File: config.mk
export PLATFORM = sky130hd
export DESIGN_NAME = btr_timer
export DESIGN_NICKNAME = d
export VERILOG_FILES = /design/src/btr_pkg.sv /design/src/btr_tick_if.sv /design/src/btr_irq_gate.sv /design/src/btr_prescaler.sv /design/src/btr_timer.sv
export VERILOG_INCLUDE_DIRS = /design/src
export SDC_FILE = /design/constraint.sdc
export NUM_CORES = 1
export LEC_CHECK = 0
export ABC_AREA = 1
export BUFFER_PORTS_ARGS = -buffer_cell sky130_fd_sc_hd__buf_2
export CAP_MARGIN = 20
export CORE_AREA = 2 2 151 153
export CTS_BUF_LIST = sky130_fd_sc_hd__clkbuf_8 sky130_fd_sc_hd__clkbuf_16
export DETAILED_ROUTE_END_ITERATION = 16
export DIE_AREA = 0 0 153 155
export PLACE_DENSITY_LB_ADDON = 0.2
export SLEW_MARGIN = 40
export SYNTH_ARGS = -nofsm -noshare
export SYNTH_HDL_FRONTEND = slang
export SYNTH_SLANG_ARGS = --single-unit
File: constraint.sdc
create_clock -name core_clk -period 28 [get_ports core_clk]
set_clock_uncertainty 0.05 [all_clocks]
set_input_delay 5.6 -clock core_clk [delete_from_list [all_inputs] [get_ports core_clk]]
set_output_delay 5.6 -clock core_clk [all_outputs]
set_load 0.02 [all_outputs]
File: src/btr_consts.svh
// constants for the basic timer reload and control block
// assumes a single 25 MHz clock and a plain register port
// What this block does
// - on automatic restart the counter loads the reload value
// - 16-bit variant: reload upper bits read zero and ignore writes
// - 32-bit variant: all reload bits read/write, reload width equals counter width
// - status bit 0 is set when the counter reaches its limit
// - with auto restart the flag is a one-cycle pulse, otherwise a held level
// - enable bit 0 gates the status flag onto the interrupt output
// - prescaler bits 31:16 give one enable pulse every setting plus one clocks
// - start bit 5 runs counter to its limit, then clears itself
// - in auto restart mode start stays set until software clears it
// - setting start resets divider, begins counting, clears pending status
// - clearing start disables divider and halts the counter
// - soft reset bit 4 is write-only, self-clears, resets the block
// - auto restart bit 3 reloads count on completion, edge interrupt
// - auto restart zero enters done state, waits, level interrupt
// - direction bit counts up saturating at all ones, or down to zero
// - internal reset is system reset or soft reset, all registers default
`ifndef BTR_CONSTS_SVH
`define BTR_CONSTS_SVH
`define BTR_OFS_COUNT    8'h00
`define BTR_OFS_RELOAD   8'h04
`define BTR_OFS_STATUS   8'h08
`define BTR_OFS_IRQ_EN   8'h0C
`define BTR_OFS_CONTROL  8'h10
`define BTR_BIT_LIMIT    0
`define BTR_BIT_DIR      0
`define BTR_BIT_RESTART  3
`define BTR_BIT_SOFTRST  4
`define BTR_BIT_START    5
`define BTR_PS_HI        31
`define BTR_PS_LO        16
`define BTR_CTRL_MASK    32'hFFFF_00E9
`define BTR_ZERO32       32'h0000_0000
`define BTR_ZERO16       16'h0000
`define BTR_ONE16        16'h0001
`endif

File: src/btr_pkg.sv
// types for the basic timer block
// assumes btr_consts.svh is included by users of the offsets
package btr_pkg;
  typedef enum logic [1:0] {btr_idle, btr_run, btr_done} btr_state_e;
  typedef logic [31:0] btr_word_t;
endpackage : btr_pkg

File: src/btr_tick_if.sv
// divider enable signals between the top and the prescaler
// assumes one clock domain
`timescale 1ns/1ns
interface btr_tick_if;
  logic        run;
  logic        restart;
  logic [15:0] divisor;
  logic        tick;
  modport ctl (output run, output restart, output divisor, input tick);
  modport div (input run, input restart, input divisor, output tick);
endinterface : btr_tick_if

File: src/btr_irq_gate.sv
// interrupt output flop gated by the enable bit
// assumes status and enable come from registers in the top
`timescale 1ns/1ns
module btr_irq_gate (
  // clock and reset
  input  wire logic core_clk,
  input  wire logic rst_n,
  // inputs
  input  wire logic status,
  input  wire logic enable,
  // output
  output logic      irq
);
  always_ff @(posedge core_clk or negedge rst_n) begin
    if (!rst_n) irq <= 1'b0;
    else        irq <= status & enable;
  end

  a_irq_gating: assert property (@(posedge core_clk) disable iff (!rst_n)
    irq == $past(status & enable)) else $error("interrupt not gated by enable");
endmodule : btr_irq_gate

File: src/btr_prescaler.sv
// clock-enable divider for the timer
// assumes the caller holds reset for soft reset as well
`timescale 1ns/1ns
`include "btr_consts.svh"
module btr_prescaler (
  // clock and reset
  input wire logic core_clk,
  input wire logic rst_n,
  // control
  btr_tick_if.div  tk
);
  logic [15:0] div_count;

  // a changed divisor mid-run takes effect at once; one at or below the current count ticks on the next clock
  always_ff @(posedge core_clk or negedge rst_n) begin
    if (!rst_n) begin
      div_count <= `BTR_ZERO16;
      tk.tick   <= 1'b0;
    end else if (tk.restart || !tk.run) begin
      div_count <= `BTR_ZERO16;
      tk.tick   <= 1'b0;
    end else if (div_count >= tk.divisor) begin
      div_count <= `BTR_ZERO16;
      tk.tick   <= 1'b1;
    end else begin
      div_count <= div_count + `BTR_ONE16;
      tk.tick   <= 1'b0;
    end
  end

  a_tick_cleared_idle: assert property (@(posedge core_clk) disable iff (!rst_n)
    !tk.run |=> !tk.tick) else $error("tick while stopped");
  a_tick_full_speed: assert property (@(posedge core_clk) disable iff (!rst_n)
    tk.run && !tk.restart && tk.divisor == `BTR_ZERO16 && $past(tk.run) && !$past(tk.restart)
    |=> tk.tick) else $error("divisor zero must tick every clock");
endmodule : btr_prescaler

File: src/btr_timer.sv
// basic timer top: registers, counter, status and interrupt
// assumes synchronous bus strobes, read data one cycle after the read strobe
//
// Chosen here: the plain strobed port.
`timescale 1ns/1ns
`include "btr_consts.svh"
module btr_timer import btr_pkg::*; #(
  parameter int WIDE = 1
) (
  // clock and reset
  input  wire logic        core_clk,
  input  wire logic        nrst,
  // register port
  input  wire logic [7:0]  addr,
  input  wire logic [31:0] wdata,
  input  wire logic        wr_stb,
  input  wire logic        rd_stb,
  output logic      [31:0] rdata,
  // interrupt
  output logic             irq
);

  ////////////////////////////////////////////////////////////////////////////
  btr_word_t  count;
  btr_word_t  reload_value;
  logic       limit_status;
  logic       limit_irq_enable;
  btr_word_t  timer_control;
  logic       soft_reset;
  logic       rst_n;
  btr_state_e state;
  logic       start_rise;
  btr_word_t  top_value;
  btr_tick_if tk ();

  function automatic btr_word_t fit(input btr_word_t v);
    fit = (WIDE != 0) ? v : {`BTR_ZERO16, v[15:0]};
  endfunction : fit

  assign top_value = fit(32'hFFFF_FFFF);
  // soft reset is a registered pulse, so the or never glitches from logic
  assign rst_n = nrst & ~soft_reset;

  logic wr_ctrl;
  logic start_bit;
  logic restart_bit;
  logic count_up;
  logic at_limit;
  logic step;
  assign wr_ctrl     = wr_stb && addr == `BTR_OFS_CONTROL;
  assign start_bit   = timer_control[`BTR_BIT_START];
  assign restart_bit = timer_control[`BTR_BIT_RESTART];
  assign count_up    = timer_control[`BTR_BIT_DIR];
  assign at_limit    = count_up ? (count == top_value) : (count == `BTR_ZERO32);
  assign step        = tk.tick && start_bit && state == btr_run;
  assign start_rise  = wr_ctrl && wdata[`BTR_BIT_START] && !start_bit;

  assign tk.run     = start_bit;
  assign tk.restart = start_rise;
  assign tk.divisor = timer_control[`BTR_PS_HI:`BTR_PS_LO];

  ////////////////////////////////////////////////////////////////////////////
  // soft reset runs on the system reset only, so it can release itself
  always_ff @(posedge core_clk or negedge nrst) begin
    if (!nrst) soft_reset <= 1'b0;
    else       soft_reset <= wr_ctrl && wdata[`BTR_BIT_SOFTRST];
  end

  always_ff @(posedge core_clk or negedge rst_n) begin
    if (!rst_n) reload_value <= `BTR_ZERO32;
    else if (wr_stb && addr == `BTR_OFS_RELOAD) reload_value <= fit(wdata);
  end

  always_ff @(posedge core_clk or negedge rst_n) begin
    if (!rst_n) limit_irq_enable <= 1'b0;
    else if (wr_stb && addr == `BTR_OFS_IRQ_EN) limit_irq_enable <= wdata[`BTR_BIT_LIMIT];
  end

  // control register; start clears itself on a one-shot limit
  always_ff @(posedge core_clk or negedge rst_n) begin
    if (!rst_n) timer_control <= `BTR_ZERO32;
    else if (wr_ctrl) timer_control <= wdata & `BTR_CTRL_MASK;
    else if (step && at_limit && !restart_bit) timer_control[`BTR_BIT_START] <= 1'b0;
  end

  ////////////////////////////////////////////////////////////////////////////
  always_ff @(posedge core_clk or negedge rst_n) begin
    if (!rst_n) count <= `BTR_ZERO32;
    else if (wr_stb && addr == `BTR_OFS_COUNT) count <= fit(wdata);
    else if (step && at_limit && restart_bit) count <= reload_value;
    else if (step && !at_limit) count <= fit(count_up ? count + 32'h1 : count - 32'h1);
  end

  always_ff @(posedge core_clk or negedge rst_n) begin
    if (!rst_n) state <= btr_idle;
    else begin
      case (state)
        btr_idle: if (start_rise) state <= btr_run;
        btr_run: begin
          if (wr_ctrl && !wdata[`BTR_BIT_START]) state <= btr_idle;
          else if (step && at_limit && !restart_bit) state <= btr_done;
        end
        btr_done: if (start_rise) state <= btr_run;
        default: state <= btr_idle;
      endcase
    end
  end

  // limit flag: pulse in restart mode, level otherwise; a new hit beats a clear
  always_ff @(posedge core_clk or negedge rst_n) begin
    if (!rst_n) limit_status <= 1'b0;
    else if (step && at_limit) limit_status <= 1'b1;
    else if (restart_bit && limit_status) limit_status <= 1'b0;
    else if (start_rise) limit_status <= 1'b0;
    else if (rd_stb && addr == `BTR_OFS_STATUS) limit_status <= 1'b0;
  end

  ////////////////////////////////////////////////////////////////////////////
  always_ff @(posedge core_clk or negedge rst_n) begin
    if (!rst_n) rdata <= `BTR_ZERO32;
    else if (rd_stb) begin
      case (addr)
        `BTR_OFS_COUNT:   rdata <= count;
        `BTR_OFS_RELOAD:  rdata <= reload_value;
        `BTR_OFS_STATUS:  rdata <= {31'h0, limit_status};
        `BTR_OFS_IRQ_EN:  rdata <= {31'h0, limit_irq_enable};
        `BTR_OFS_CONTROL: rdata <= timer_control;
        default:          rdata <= `BTR_ZERO32;
      endcase
    end else rdata <= `BTR_ZERO32;
  end

  btr_prescaler btr_prescaler_inst (
    .core_clk (core_clk),
    .rst_n    (rst_n),
    .tk       (tk)
  );

  btr_irq_gate btr_irq_gate_inst (
    .core_clk (core_clk),
    .rst_n    (rst_n),
    .status   (limit_status),
    .enable   (limit_irq_enable),
    .irq      (irq)
  );

  ////////////////////////////////////////////////////////////////////////////
  a_reload_on_restart: assert property (@(posedge core_clk) disable iff (!rst_n)
    step && at_limit && restart_bit && !wr_stb |=> count == $past(reload_value)) else $error("no reload");
  a_reload_upper_zero: assert property (@(posedge core_clk) disable iff (!rst_n)
    WIDE == 0 |-> reload_value[31:16] == `BTR_ZERO16) else $error("reload upper bits set");
  a_limit_sets_flag: assert property (@(posedge core_clk) disable iff (!rst_n)
    step && at_limit |=> limit_status) else $error("limit flag missing");
  a_pulse_one_cycle: assert property (@(posedge core_clk) disable iff (!rst_n)
    limit_status && restart_bit && !(step && at_limit) |=> !limit_status) else $error("pulse too long");
  a_start_self_clear: assert property (@(posedge core_clk) disable iff (!rst_n)
    step && at_limit && !restart_bit && !wr_ctrl |=> !start_bit ##0 state == btr_done) else $error("start held");
  a_start_clears_stat: assert property (@(posedge core_clk) disable iff (!rst_n)
    start_rise && !(step && at_limit) |=> !limit_status) else $error("status kept on start");
  a_stop_halts_count: assert property (@(posedge core_clk) disable iff (!rst_n)
    !start_bit && !wr_stb |=> count == $past(count)) else $error("count moved while stopped");
  a_soft_reset_pulse: assert property (@(posedge core_clk) disable iff (!nrst)
    soft_reset |=> !soft_reset) else $error("soft reset stuck");
  a_up_saturates: assert property (@(posedge core_clk) disable iff (!rst_n)
    count_up && at_limit && !restart_bit && !wr_stb |=> count == $past(count)) else $error("no saturation");
  c_oneshot_done: cover property (@(posedge core_clk) disable iff (!rst_n) state == btr_done);
  c_restart_reload: cover property (@(posedge core_clk) disable iff (!rst_n) step && at_limit && restart_bit);
  c_irq_raised: cover property (@(posedge core_clk) disable iff (!rst_n) irq);
  c_soft_reset: cover property (@(posedge core_clk) soft_reset);
endmodule : btr_timer

**Word-level counts from Yosys, hierarchy flattened**

Index checks and enable logic that the tools add are counted.

- Register bits after elaboration: 140
- Logic and storage cells: 78

- Add/sub/neg operators: 3
- Order comparisons: 1
- Equal/unequal tests: 9
- Multiplexer cells: 21
- Bitwise gates (word level): 3
- Reductions and logical operators: 29

Operators by type and width:

| operator | number |
|---|---|
| 2-to-1 mux 32 bit | 5 |
| case mux 32 bit (5 select lines) | 1 |
| adder 32 x 1 -> 32 bit (second input constant) | 1 |
| == test 32 bit (second input constant) | 1 |
| zero test 32 bit | 1 |
| 2-to-1 mux 16 bit | 2 |
| subtractor 32 x 1 -> 32 bit (second input constant) | 1 |
| adder 16 x 1 -> 16 bit (second input constant) | 1 |
| == test 8 x 4 -> 1 bit (second input constant) | 2 |
| greater-or-equal comparator 16 bit | 1 |
| logical AND 1 bit | 16 |
| 2-to-1 mux 1 bit | 9 |
| == test 8 x 3 -> 1 bit (second input constant) | 1 |
| == test 8 x 5 -> 1 bit (second input constant) | 1 |
| zero test 8 bit | 1 |
| 2-to-1 mux 2 bit | 3 |
| zero test 1 bit | 4 |
| case mux 2 bit (2 select lines) | 1 |
| nonzero test 4 bit | 1 |
| != test 3 x 1 -> 1 bit (second input constant) | 1 |
| nonzero test 3 bit | 1 |
| bitwise AND 1 bit | 2 |
| == test 2 x 1 -> 1 bit (second input constant) | 1 |
| == test 2 bit (second input constant) | 1 |
| 7 further kinds | 7 |

**Longest topological paths before layout**

Gate-level depths: netlist of the first run.

- Depth after elaboration: 7
- Gate-level depth with buffers: 16

**Hierarchy**

From an unflattened synthesis of the first run, not the netlist that was laid out.

- Cell total of the unflattened synthesis: 1,547
- Area total of the unflattened synthesis: 10,035.9 um2

By module, submodules not included:

| module | instances | cells an instance | area each (um2) | sequential area each (um2) |
|---|---|---|---|---|
| btr_timer | 1 | 1,363 | 8,640.8 | 3,052.9 |
| btr_prescaler | 1 | 181 | 1,362.6 | 425.4 |
| btr_irq_gate | 1 | 3 | 32.5 | 25.0 |

**Least setup slack after synthesis of the first run**

No wires, ideal clock.

- Path type: in2reg
- Start point: input addr[0]
- End point: register count[0]
- Arrival time: 6.666 ns
- Data required time: 27.834 ns
- Path slack: 21.167 ns
- Cell stages on the path: 11
- Cells stage by stage: inv_1 -> nand2_1 -> nor3_2 -> nand2_2 -> nor2_4 -> inv_2 -> nand3_4 -> inv_2 -> buf_4 -> nand3_1 -> nand2_1

- Cells in the longest elaborated chain, start to end: 3
- Elaborated cells on any way between the ends: 4
- Classes of those cells: 1 x mux; 3 x reduce/logical

RTL lines:

| element | line | text |
|---|---|---|
| start, declared | btr_timer.sv:14 | `input wire logic [7:0] addr,` |
| zero test 8 bit (no source line) * | -- |  |
| logical AND 1 bit (no source line) * | -- |  |
| nonzero test 3 bit (no source line) / 2-to-1 mux 32 bit (equally long branches) | -- |  |
| end signal, assigned | btr_timer.sv:88 | `` if (!rst_n) count <= `BTR_ZERO32; `` |
| end signal, assigned | btr_timer.sv:89 | `` else if (wr_stb && addr == `BTR_OFS_COUNT) count <= fit(wdata); `` |
| end signal, assigned | btr_timer.sv:90 | `else if (step && at_limit && restart_bit) count <= reload_value;` |
| end, declared | btr_timer.sv:24 | `btr_word_t count;` |

Mark *: on every way between the ends. The rest lies on a longest branch, timed or not.
A chain may end at the register's enable or synchronous reset.

**Worst setup path after layout of the first run**

- Start point: input addr[5]
- End point: register count[20]

The elaborated chain is that of the path after synthesis.

==> metrics, run 1 <==
final slew viol count=0; placed cells=between 1500 and 2000; post-synthesis adder-cell area fraction=0.0623; Post-synth EDFFs=0; # setup viols final=0; DRT Wirelength=29.5 mm; total global-route track usage=0.254; LEAKAGE=6.27 nW; Die X=153 um; Placed Area=between 0.01 and 0.015 mm^2; TritonCTS Sinks=140; combinational fraction of design power=0.316; largest family of logic cells by synthesized area=simple AND/OR/NAND/NOR gates; Min-Delay Path Class=register to asynchronous set/reset pin; clock buffer count from CTS=17; Synth warnings=0; CP Class=primary input to register; crit start category=primary input; vias in the first global route=8872; first-pass GRT wire length=47.4 mm; setup repair after global routing missed its margin=false; Layout area overhead=12.1%; PortBufs=76; Syn Inst Count=1491; latest clock arrival within the worst-skew pair=0.43 ns; fin cells=1849; clock root cell=clkbuf_16; Critical Path RT=28.27 ns; fin area=0.0109 mm^2; crit end category=register; most frequent cells in the layout=nand2_1 (540), inv_1 (272), dfrtp_1 (140), nand3_1 (119), nor2_1 (110); Cell Chain, Critical Path=buf_2, nor2_2, nand3_2, inv_2, nand2_2, nor2_4, inv_2, nand3_4, inv_2, nand3_1, nand2_1; pin count of the biggest net entering global routing=75; mux contribution to synthesized area=0.00231; number of setup buffers added after CTS=0; core area=0.0222 mm^2; post-synthesis cell area=0.00976 mm^2; worst stage delay on the critical path=between 0.6 and 0.7 ns; WP data arrival=a little over 8 ns; NetSw=0.000245 W; Final min period=7.90 ns; routability cong.=0.942; PD cells=59.6 mW/mm^2; Slew Limit Headroom=0.444; initial core utilization=0.439; Antenna Nets Post-Route=0; Nets=1643; post-synthesis xor/xnor area fraction=0.0224; Seq/Total Area, Yosys=0.359; routed len/inst=15.9 um; # IOs=77; DR vias=9455; crit share post-route=0.282; Slew @ Worst Pin=0.831 ns; initial antenna violation count=0; sw frac=0.376; grt ovf=0; Rows=55; Die ar.=0.0237 mm^2; Peak VDD IR=0.0397 mV; share of layout cells above drive strength 1=0.0882; Reg power frac=0.341; Final Hold Vio Count=0; TNS Setup=0 ns; Post-Synth Simple-Gate Area=0.349; number of diodes=0; final setup margin=20.10 ns; Clk network pwr share=0.343; crit-path most repeated cell=inv_2; Synth Area per Inst=6.55 um^2; Via density=5.11; H-Tree Depth=4; clk slew on worst S/H paths=0.06 ns; synth unique cells=42; CTS tree=yes; Internal=roughly 0.00041 W; syn_nets=1583; slowest cell on the critical path=nor2_4; DP Worst Slack=around 20 ns; HPWL Detailed=22.9 mm; top_reg_cell synth=dfrtp_1; Yosys reg bits=140; count of max-cap constraint violations=0; commonest non-fill, non-tap cell in the layout=nand2_1; status=completed; DRC errors left=0; fmax=127 MHz; first drt pass iteration count=7; CTS max path bufs=2; Starting DRT DRC Count=677; Die Y=155 um; Crit Path Max Fanout=36; share of flip-flops with an asynchronous set or reset=1.00; CTS Hold Bufs=0; post-synthesis compound-gate area fraction=0.0768; post-CTS resize count=0
## per-stage QoR
| step | util | hold slack (ns) | total power (W) |
|---|---|---|---|
| after floorplan | - | 0.386 | 0.000369 |
| after global placement | 0.464 | 0.410 | 0.000428 |
| after detailed placement | 0.466 | 0.298 | 0.000430 |
| after CTS | 0.492 | 0.310 | 0.000653 |
| after global routing | 0.492 | 0.342 | 0.000694 |
| final | 0.492 | 0.291 | 0.000652 |
## critical path, delay by kind of cell
family	cells	cell delay (ns)
buffers and inverters	4	0.95
and+or+nand+nor	7	1.59
## cells by family after synthesis
logic type	count (synthesis)
compound gates	134
flops	140
xor+xnor	25
fa+ha+maj	48
simple gates	824
buf+inv	318
mux	2
## worst paths after layout
path                                       start  depth (start not counted)        end  slack [ns]
worst max-delay path                     addr[5]                         11  count[20]       20.10
worst min-delay path                  soft_reset                          1   state[0]        0.29
worst max register to register  timer_control[0]                         15  count[27]       25.18
worst min register to register        soft_reset                          1   state[0]        0.29
max in group asynchronous                   nrst                          4  rdata[12]       21.70
min in group core_clk                   state[0]                          1   state[0]        0.41
## cells in the mapped netlist (2+ instances only)
master    instances  area, um^2
o221ai_1         12         105
nor4_1            2        12.5
xor2_1           15         131
inv_2             5        18.8
o211ai_1          6        45.0
ha_1             47         588
a31oi_1           2        12.5
clkbuf_1         14        52.6
o22ai_1           3        18.8
nand3_4           2        35.0
nand4_1          19         119
nand3_1         119         596
o21ai_0          51         255
buf_6             5        56.3
a31o_2            2        17.5
dfrtp_1         140        3500
buf_2            14        70.1
buf_1             5        18.8
xnor2_1          10        87.6
nand2_2           5        31.3
mux2_2            2        22.5
nor2_1          111         417
o21ai_1           7        35.0
nand2_1         540        2030
inv_1           272        1020
a21oi_1          49         245
nor3_1           17        85.1
## power by group through the flow
stage	registers (W)	logic [W]	clock network, W
2_1_floorplan	0.000221	0.000148	0
3_3_place_gp	0.000226	0.000202	0
3_5_place_dp	0.000226	0.000204	0
4_1_cts	0.000222	0.000205	0.000225
5_1_grt	0.000223	0.000236	0.000235
6_report	0.000222	0.000206	0.000224
## final cells by class
type                            instances  area, um^2
Inverter                              279        1050
Timing Repair Buffer                   80         434
Sequential cell                       140        3500
Clock inverter                         13         131
Clock buffer                           19         453
Multi-Input combinational cell       1033        5010
Tap cell                              285         357
Fill cell                            2320       11300
## sequential cells by signal, summed over array words and instances (netlist names), 2 cells and up
name,flops
btr_prescaler_inst.div_count,16
count,32
rdata,32
reload_value,32
state,2
timer_control,21
## per-layer routing
layer  track usage  vias up  routed length [um]
li1              -     4752                   -
met1         0.351     4397               13600
met2         0.420      260               13600
met3        0.0270       46                1490
met4        0.0855        0                 770
met5             0        -                   0
(Power assumes the default switching activity.)
==> run 2, diff against run 1 <==
Clock period 28 ns to 7.8 ns, I/O delays scaled along.
==> run 2 against run 1 <==
Effect of this change: hold slack improved by 0.080 ns; critical endpoint is now count[16]; critical path depth did not move; sequential share of layout area fell by 0.099 points; highest routed layer unchanged; die area did not move; sequential cell count did not move; cell area rose by 0.31%; register-to-register slack got worse by 20 ns; setup slack got worse by 16 ns; combinational power rose to 3.6 times the previous value; sequential power rose to 3.6 times the previous value; final cell count fell by 0.11%.
==> metrics, run 2 (synthesis results as in run 1) <==
DRC errors left=0; Starting DRT DRC Count=around 770; initial antenna violation count=0; Rows=55; total global-route track usage=0.255; core area=0.0222 mm^2; most frequent cells in the layout=nand2_1 (540), inv_1 (272), dfrtp_1 (140), nand3_1 (119), nor2_1 (110); HPWL Detailed=22.7 mm; fillcell total=2310; CTS tree=yes; grt ovf=0; final slew viol count=0; Reg power frac=0.331; crit start category=primary input; clock root cell=clkbuf_16; latest clock arrival within the worst-skew pair=approximately 0.43 ns; Crit path max-delay family=simple AND/OR/NAND/NOR gates; Placed Area=0.0103 mm^2; sw frac=0.365; number of setup buffers added after CTS=0; status=completed; combinational fraction of design power=0.309; Min-Delay Path Class=register to asynchronous set/reset pin; pin count of the biggest net entering global routing=between 100 and 150; NetSw=0.000882 W; WP depth=11; clk slew on worst S/H paths=0.06 ns; worst stage delay on the critical path=0.69 ns; CTS Hold Bufs=0; Slew @ Worst Pin=0.835 ns; TritonCTS Sinks=140; Reg2Reg Depth=14; Cell Chain, Critical Path=buf_2, inv_1, nand2_1, nor3_2, nand2_2, nor2_4, inv_2, nand3_4, inv_2, nand3_1, nand2_1; slowest cell on the critical path=nor2_4; Final Power=0.00242 W; Die Y=~160 um; fmax=258 MHz; # setup viols final=0; DR vias=between 9000 and 10000; Final min period=3.88 ns; Antenna Nets Post-Route=0; routability cong.=1.00; fin area=0.0110 mm^2; Slew Limit Headroom=0.442; first-pass GRT wire length=47.4 mm; crit end category=register; PD cells=between 200 and 250 mW/mm^2; Die X=roughly 150 um; CP Class=primary input to register; share of layout cells above drive strength 1=0.0871; WP data arrival=roughly 4.2 ns; clock buffer count from CTS=17; Clk network pwr share=0.360; PortBufs=76; Internal=roughly 0.0015 W; Nets=around 1600; first drt pass iteration count=6; WP buf/inv=4; Crit Path Max Fanout=36; routed len/inst=16.0 um; LEAKAGE=6.28 nW; number of diodes=0; Largest regs=count: 32 flops, rdata: 32 flops, reload_value: 32 flops; Via density=5.10; commonest non-fill, non-tap cell in the layout=nand2_1; CTS max path bufs=2; initial core utilization=0.439; Critical Path RT=8.07 ns; count of max-cap constraint violations=0; H-Tree Depth=4; DRT Wirelength=29.6 mm; TNS Setup=0 ns; Final Hold Vio Count=0; Die ar.=roughly 0.024 mm^2; vias in the first global route=roughly 8800; # IOs=77; Peak VDD IR=0.147 mV; crit share post-route=0.498; Layout area overhead=12.5%; post-CTS resize count=0; setup repair after global routing missed its margin=false
## run 2: stage by stage
step                instances  utilization  hold slack (ns)  worst slack [ns]
floorplan                1491            -            0.386              1.26
global placement         1814        0.464            0.409              3.60
detailed placement       1814        0.464            0.418              3.50
CTS                      1846        0.493            0.423              3.95
global route             1847        0.494            0.436              3.72
finish                   1847        0.494            0.372              3.92
## run 2: path summary, 6_finish.rpt
path	from	endpoint	slack, ns
setup reg to reg	timer_control[0]	count[27]	4.87
hold / removal	soft_reset	btr_prescaler_inst.div_count[0]	0.37
min in group core_clk	state[0]	state[0]	0.42
setup / recovery	addr[0]	count[16]	3.92
hold reg to reg	soft_reset	btr_prescaler_inst.div_count[0]	0.37
max in group asynchronous	nrst	count[10]	5.73
## run 2: layout make-up
class                   count  area (um^2)  area share
flip-flops and latches    140         3500       0.319
clock buffers              17          425      0.0388
repair buffers             78          428      0.0390
clock inverters            15          199      0.0181
multi-input cells        1033         5010       0.457
well taps                 285          357      0.0325
inverters                 279         1050      0.0955
## run 2: per-layer routing
metal  routed length, um  global-route usage
met4                 736              0.0869
met2               13400               0.407
met1               13700               0.355
met5                   0                   0
met3                1710              0.0390
## run 2: tightest hold or removal path, delay by kind of cell (launching register included)
kind / cells / cell delay (ns)
buf+inv: 1 / 0.29
flops: 1 / 0.39
simple gates: 1 / 0.13
## run 2: power by group through the flow
stage / Sequential (W) / Combinational, W / Clock (W)
5_1_grt: 0.000803 / 0.000853 / 0.000909
6_report: 0.000800 / 0.000747 / 0.000868
3_3_place_gp: 0.000811 / 0.000730 / 0
2_1_floorplan: 0.000794 / 0.000531 / 0
3_5_place_dp: 0.000811 / 0.000737 / 0
4_1_cts: 0.000798 / 0.000740 / 0.000878
==> run 3, diff against run 2 <==
Clock period 7.8 ns to 3.6 ns, I/O delays scaled along.
==> run 3 against run 2 <==
Effect of this change: power is 110% higher; clock-buffer cell count is 2 higher; register-to-register slack worse by 4.1 ns; die area unchanged; final cell count rose by 0.65%; cell area grew 0.74%; clock power is 120% higher; routed wire length fell by 3.6%; critical path type is now register to register; largest power group unchanged; highest routed layer unchanged.
==> metrics, run 3 (synthesis results as in run 1) <==
DRC errors left=0; Largest regs=count: 32 flops, rdata: 32 flops, reload_value: 32 flops; Layout area overhead=13.3%; # IOs=77; core area=0.0222 mm^2; slowest cell on the critical path=ha_1; fin area=0.0111 mm^2; Critical Path RT=3.87 ns; routed len/inst=about 15 um; clock buffer count from CTS=17; Nets=1653; total global-route track usage=0.246; CP Class=register to register; crit end category=register; crit-path most repeated cell=nand3_1; pin count of the biggest net entering global routing=140; share of layout cells above drive strength 1=0.0921; worst stage delay on the critical path=0.47 ns; setup repair after global routing missed its margin=false; PD cells=468 mW/mm^2; Reg2Reg Depth=12; WP data arrival=3.09 ns; Rows=55; reg2reg start=timer_control[0]; Min-Delay Path Class=register to asynchronous set/reset pin; number of setup buffers added after CTS=0; crit start category=register; CTS max path bufs=2; crit share post-route=0.781; first-pass GRT wire length=46.6 mm; Reg area=0.00350 mm^2; Peak VDD IR=0.280 mV; count of max-cap constraint violations=0; post-CTS resize count=0; Via density=5.01; final core occ=0.497; flop2flop setup slack=0.79 ns; final slew viol count=0; routability cong.=0.989; DRT Wirelength=28.5 mm; first drt pass iteration count=6; Die Y=between 150 and 200 um; Antenna Nets Post-Route=0; number of diodes=0; DR vias=9319; fillcell total=approximately 2300; Die X=153 um; CTS Hold Bufs=1; fmax=356 MHz; Slew @ Worst Pin=a little over 0.7 ns; clk slew on worst S/H paths=0.07 ns; Final min period=2.81 ns; H-Tree Depth=4; initial antenna violation count=0; vias in the first global route=8835; LEAKAGE=~6.3 nW; Cell Chain, Critical Path=inv_1, buf_4, ha_1, nand2_1, nor2_1, inv_1, nor2_1, nand3_1, nand4_1, nand3_1, nand3_1, nand2_1; Starting DRT DRC Count=662; Placed Area=approximately 0.010 mm^2; Slew Limit Headroom=0.524; initial core utilization=0.439; commonest non-fill, non-tap cell in the layout=nand2_1; status=completed; FF-to-FF End=count[20]; Min Hold Slack=0.355 ns; most frequent cells in the layout=nand2_1 (540), inv_1 (273), dfrtp_1 (140), nand3_1 (119), nor2_1 (110); TNS Setup=0 ns; HPWL Detailed=between 20 and 25 mm; Final Hold Vio Count=0; Die ar.=0.0237 mm^2; PortBufs=76; multi-input logic area=0.00501 mm^2; # setup viols final=0; CTS tree=yes; TritonCTS Sinks=140; clock root cell=clkbuf_16; Crit Path Max Fanout=30; latest clock arrival within the worst-skew pair=0.43 ns; grt ovf=0
[run 3: how the worst max path moves through the flow]
| stage | start | endpoint | slack, ns | depth (start not counted) |
|---|---|---|---|---|
| floorplan | nrst | btr_irq_gate_inst.irq | 0.1 | 2 |
| global placement | timer_control[0] | count[20] | 0.83 | 12 |
| detailed placement | timer_control[0] | count[20] | 0.81 | 12 |
| CTS | timer_control[0] | count[20] | 0.81 | 13 |
| global route | timer_control[0] | count[20] | 0.57 | 13 |
| finish | timer_control[0] | count[20] | 0.79 | 12 |
[run 3: critical path, delay by kind of cell, from the launching register on]
kind,cells,cell delay (ns)
flops,1,0.45
simple gates,8,1.30
fa+ha+maj,1,0.47
buf+inv,3,0.41
[run 3: where the power goes]
group	switching (W)	internal [W]	leakage, nW	total, W
clock	0.000735	0.00113	0.297	0.00187
combinational	0.00107	0.000520	4.14	0.00159
sequential	0.0000760	0.00164	1.89	0.00172
[run 3: final cells by class]
| class | instances | share of cell area |
|---|---|---|
| tap | 285 | 0.0323 |
| clock inverter | 13 | 0.0149 |
| timing repair buffer | 90 | 0.0471 |
| sequential | 140 | 0.317 |
| multi-input combinational | 1033 | 0.453 |
| clock buffer | 19 | 0.0410 |
| inverter | 279 | 0.0948 |
[run 3: metrics by stage]
step                cells  total power [W]  worst slack (ns)
floorplan            1491          0.00287            0.0952
global placement     1825          0.00331             0.832
detailed placement   1825          0.00331             0.809
CTS                  1858          0.00518             0.809
global route         1859          0.00550             0.572
finish               1859          0.00517             0.787
[run 3: routing by layer]
metal	up-vias	routed length, um	global-route usage
met5	-	0	0
met4	0	519	0.0661
li1	4757	-	-
met1	4264	13700	0.351
met3	37	1350	0.0340
met2	261	12900	0.396
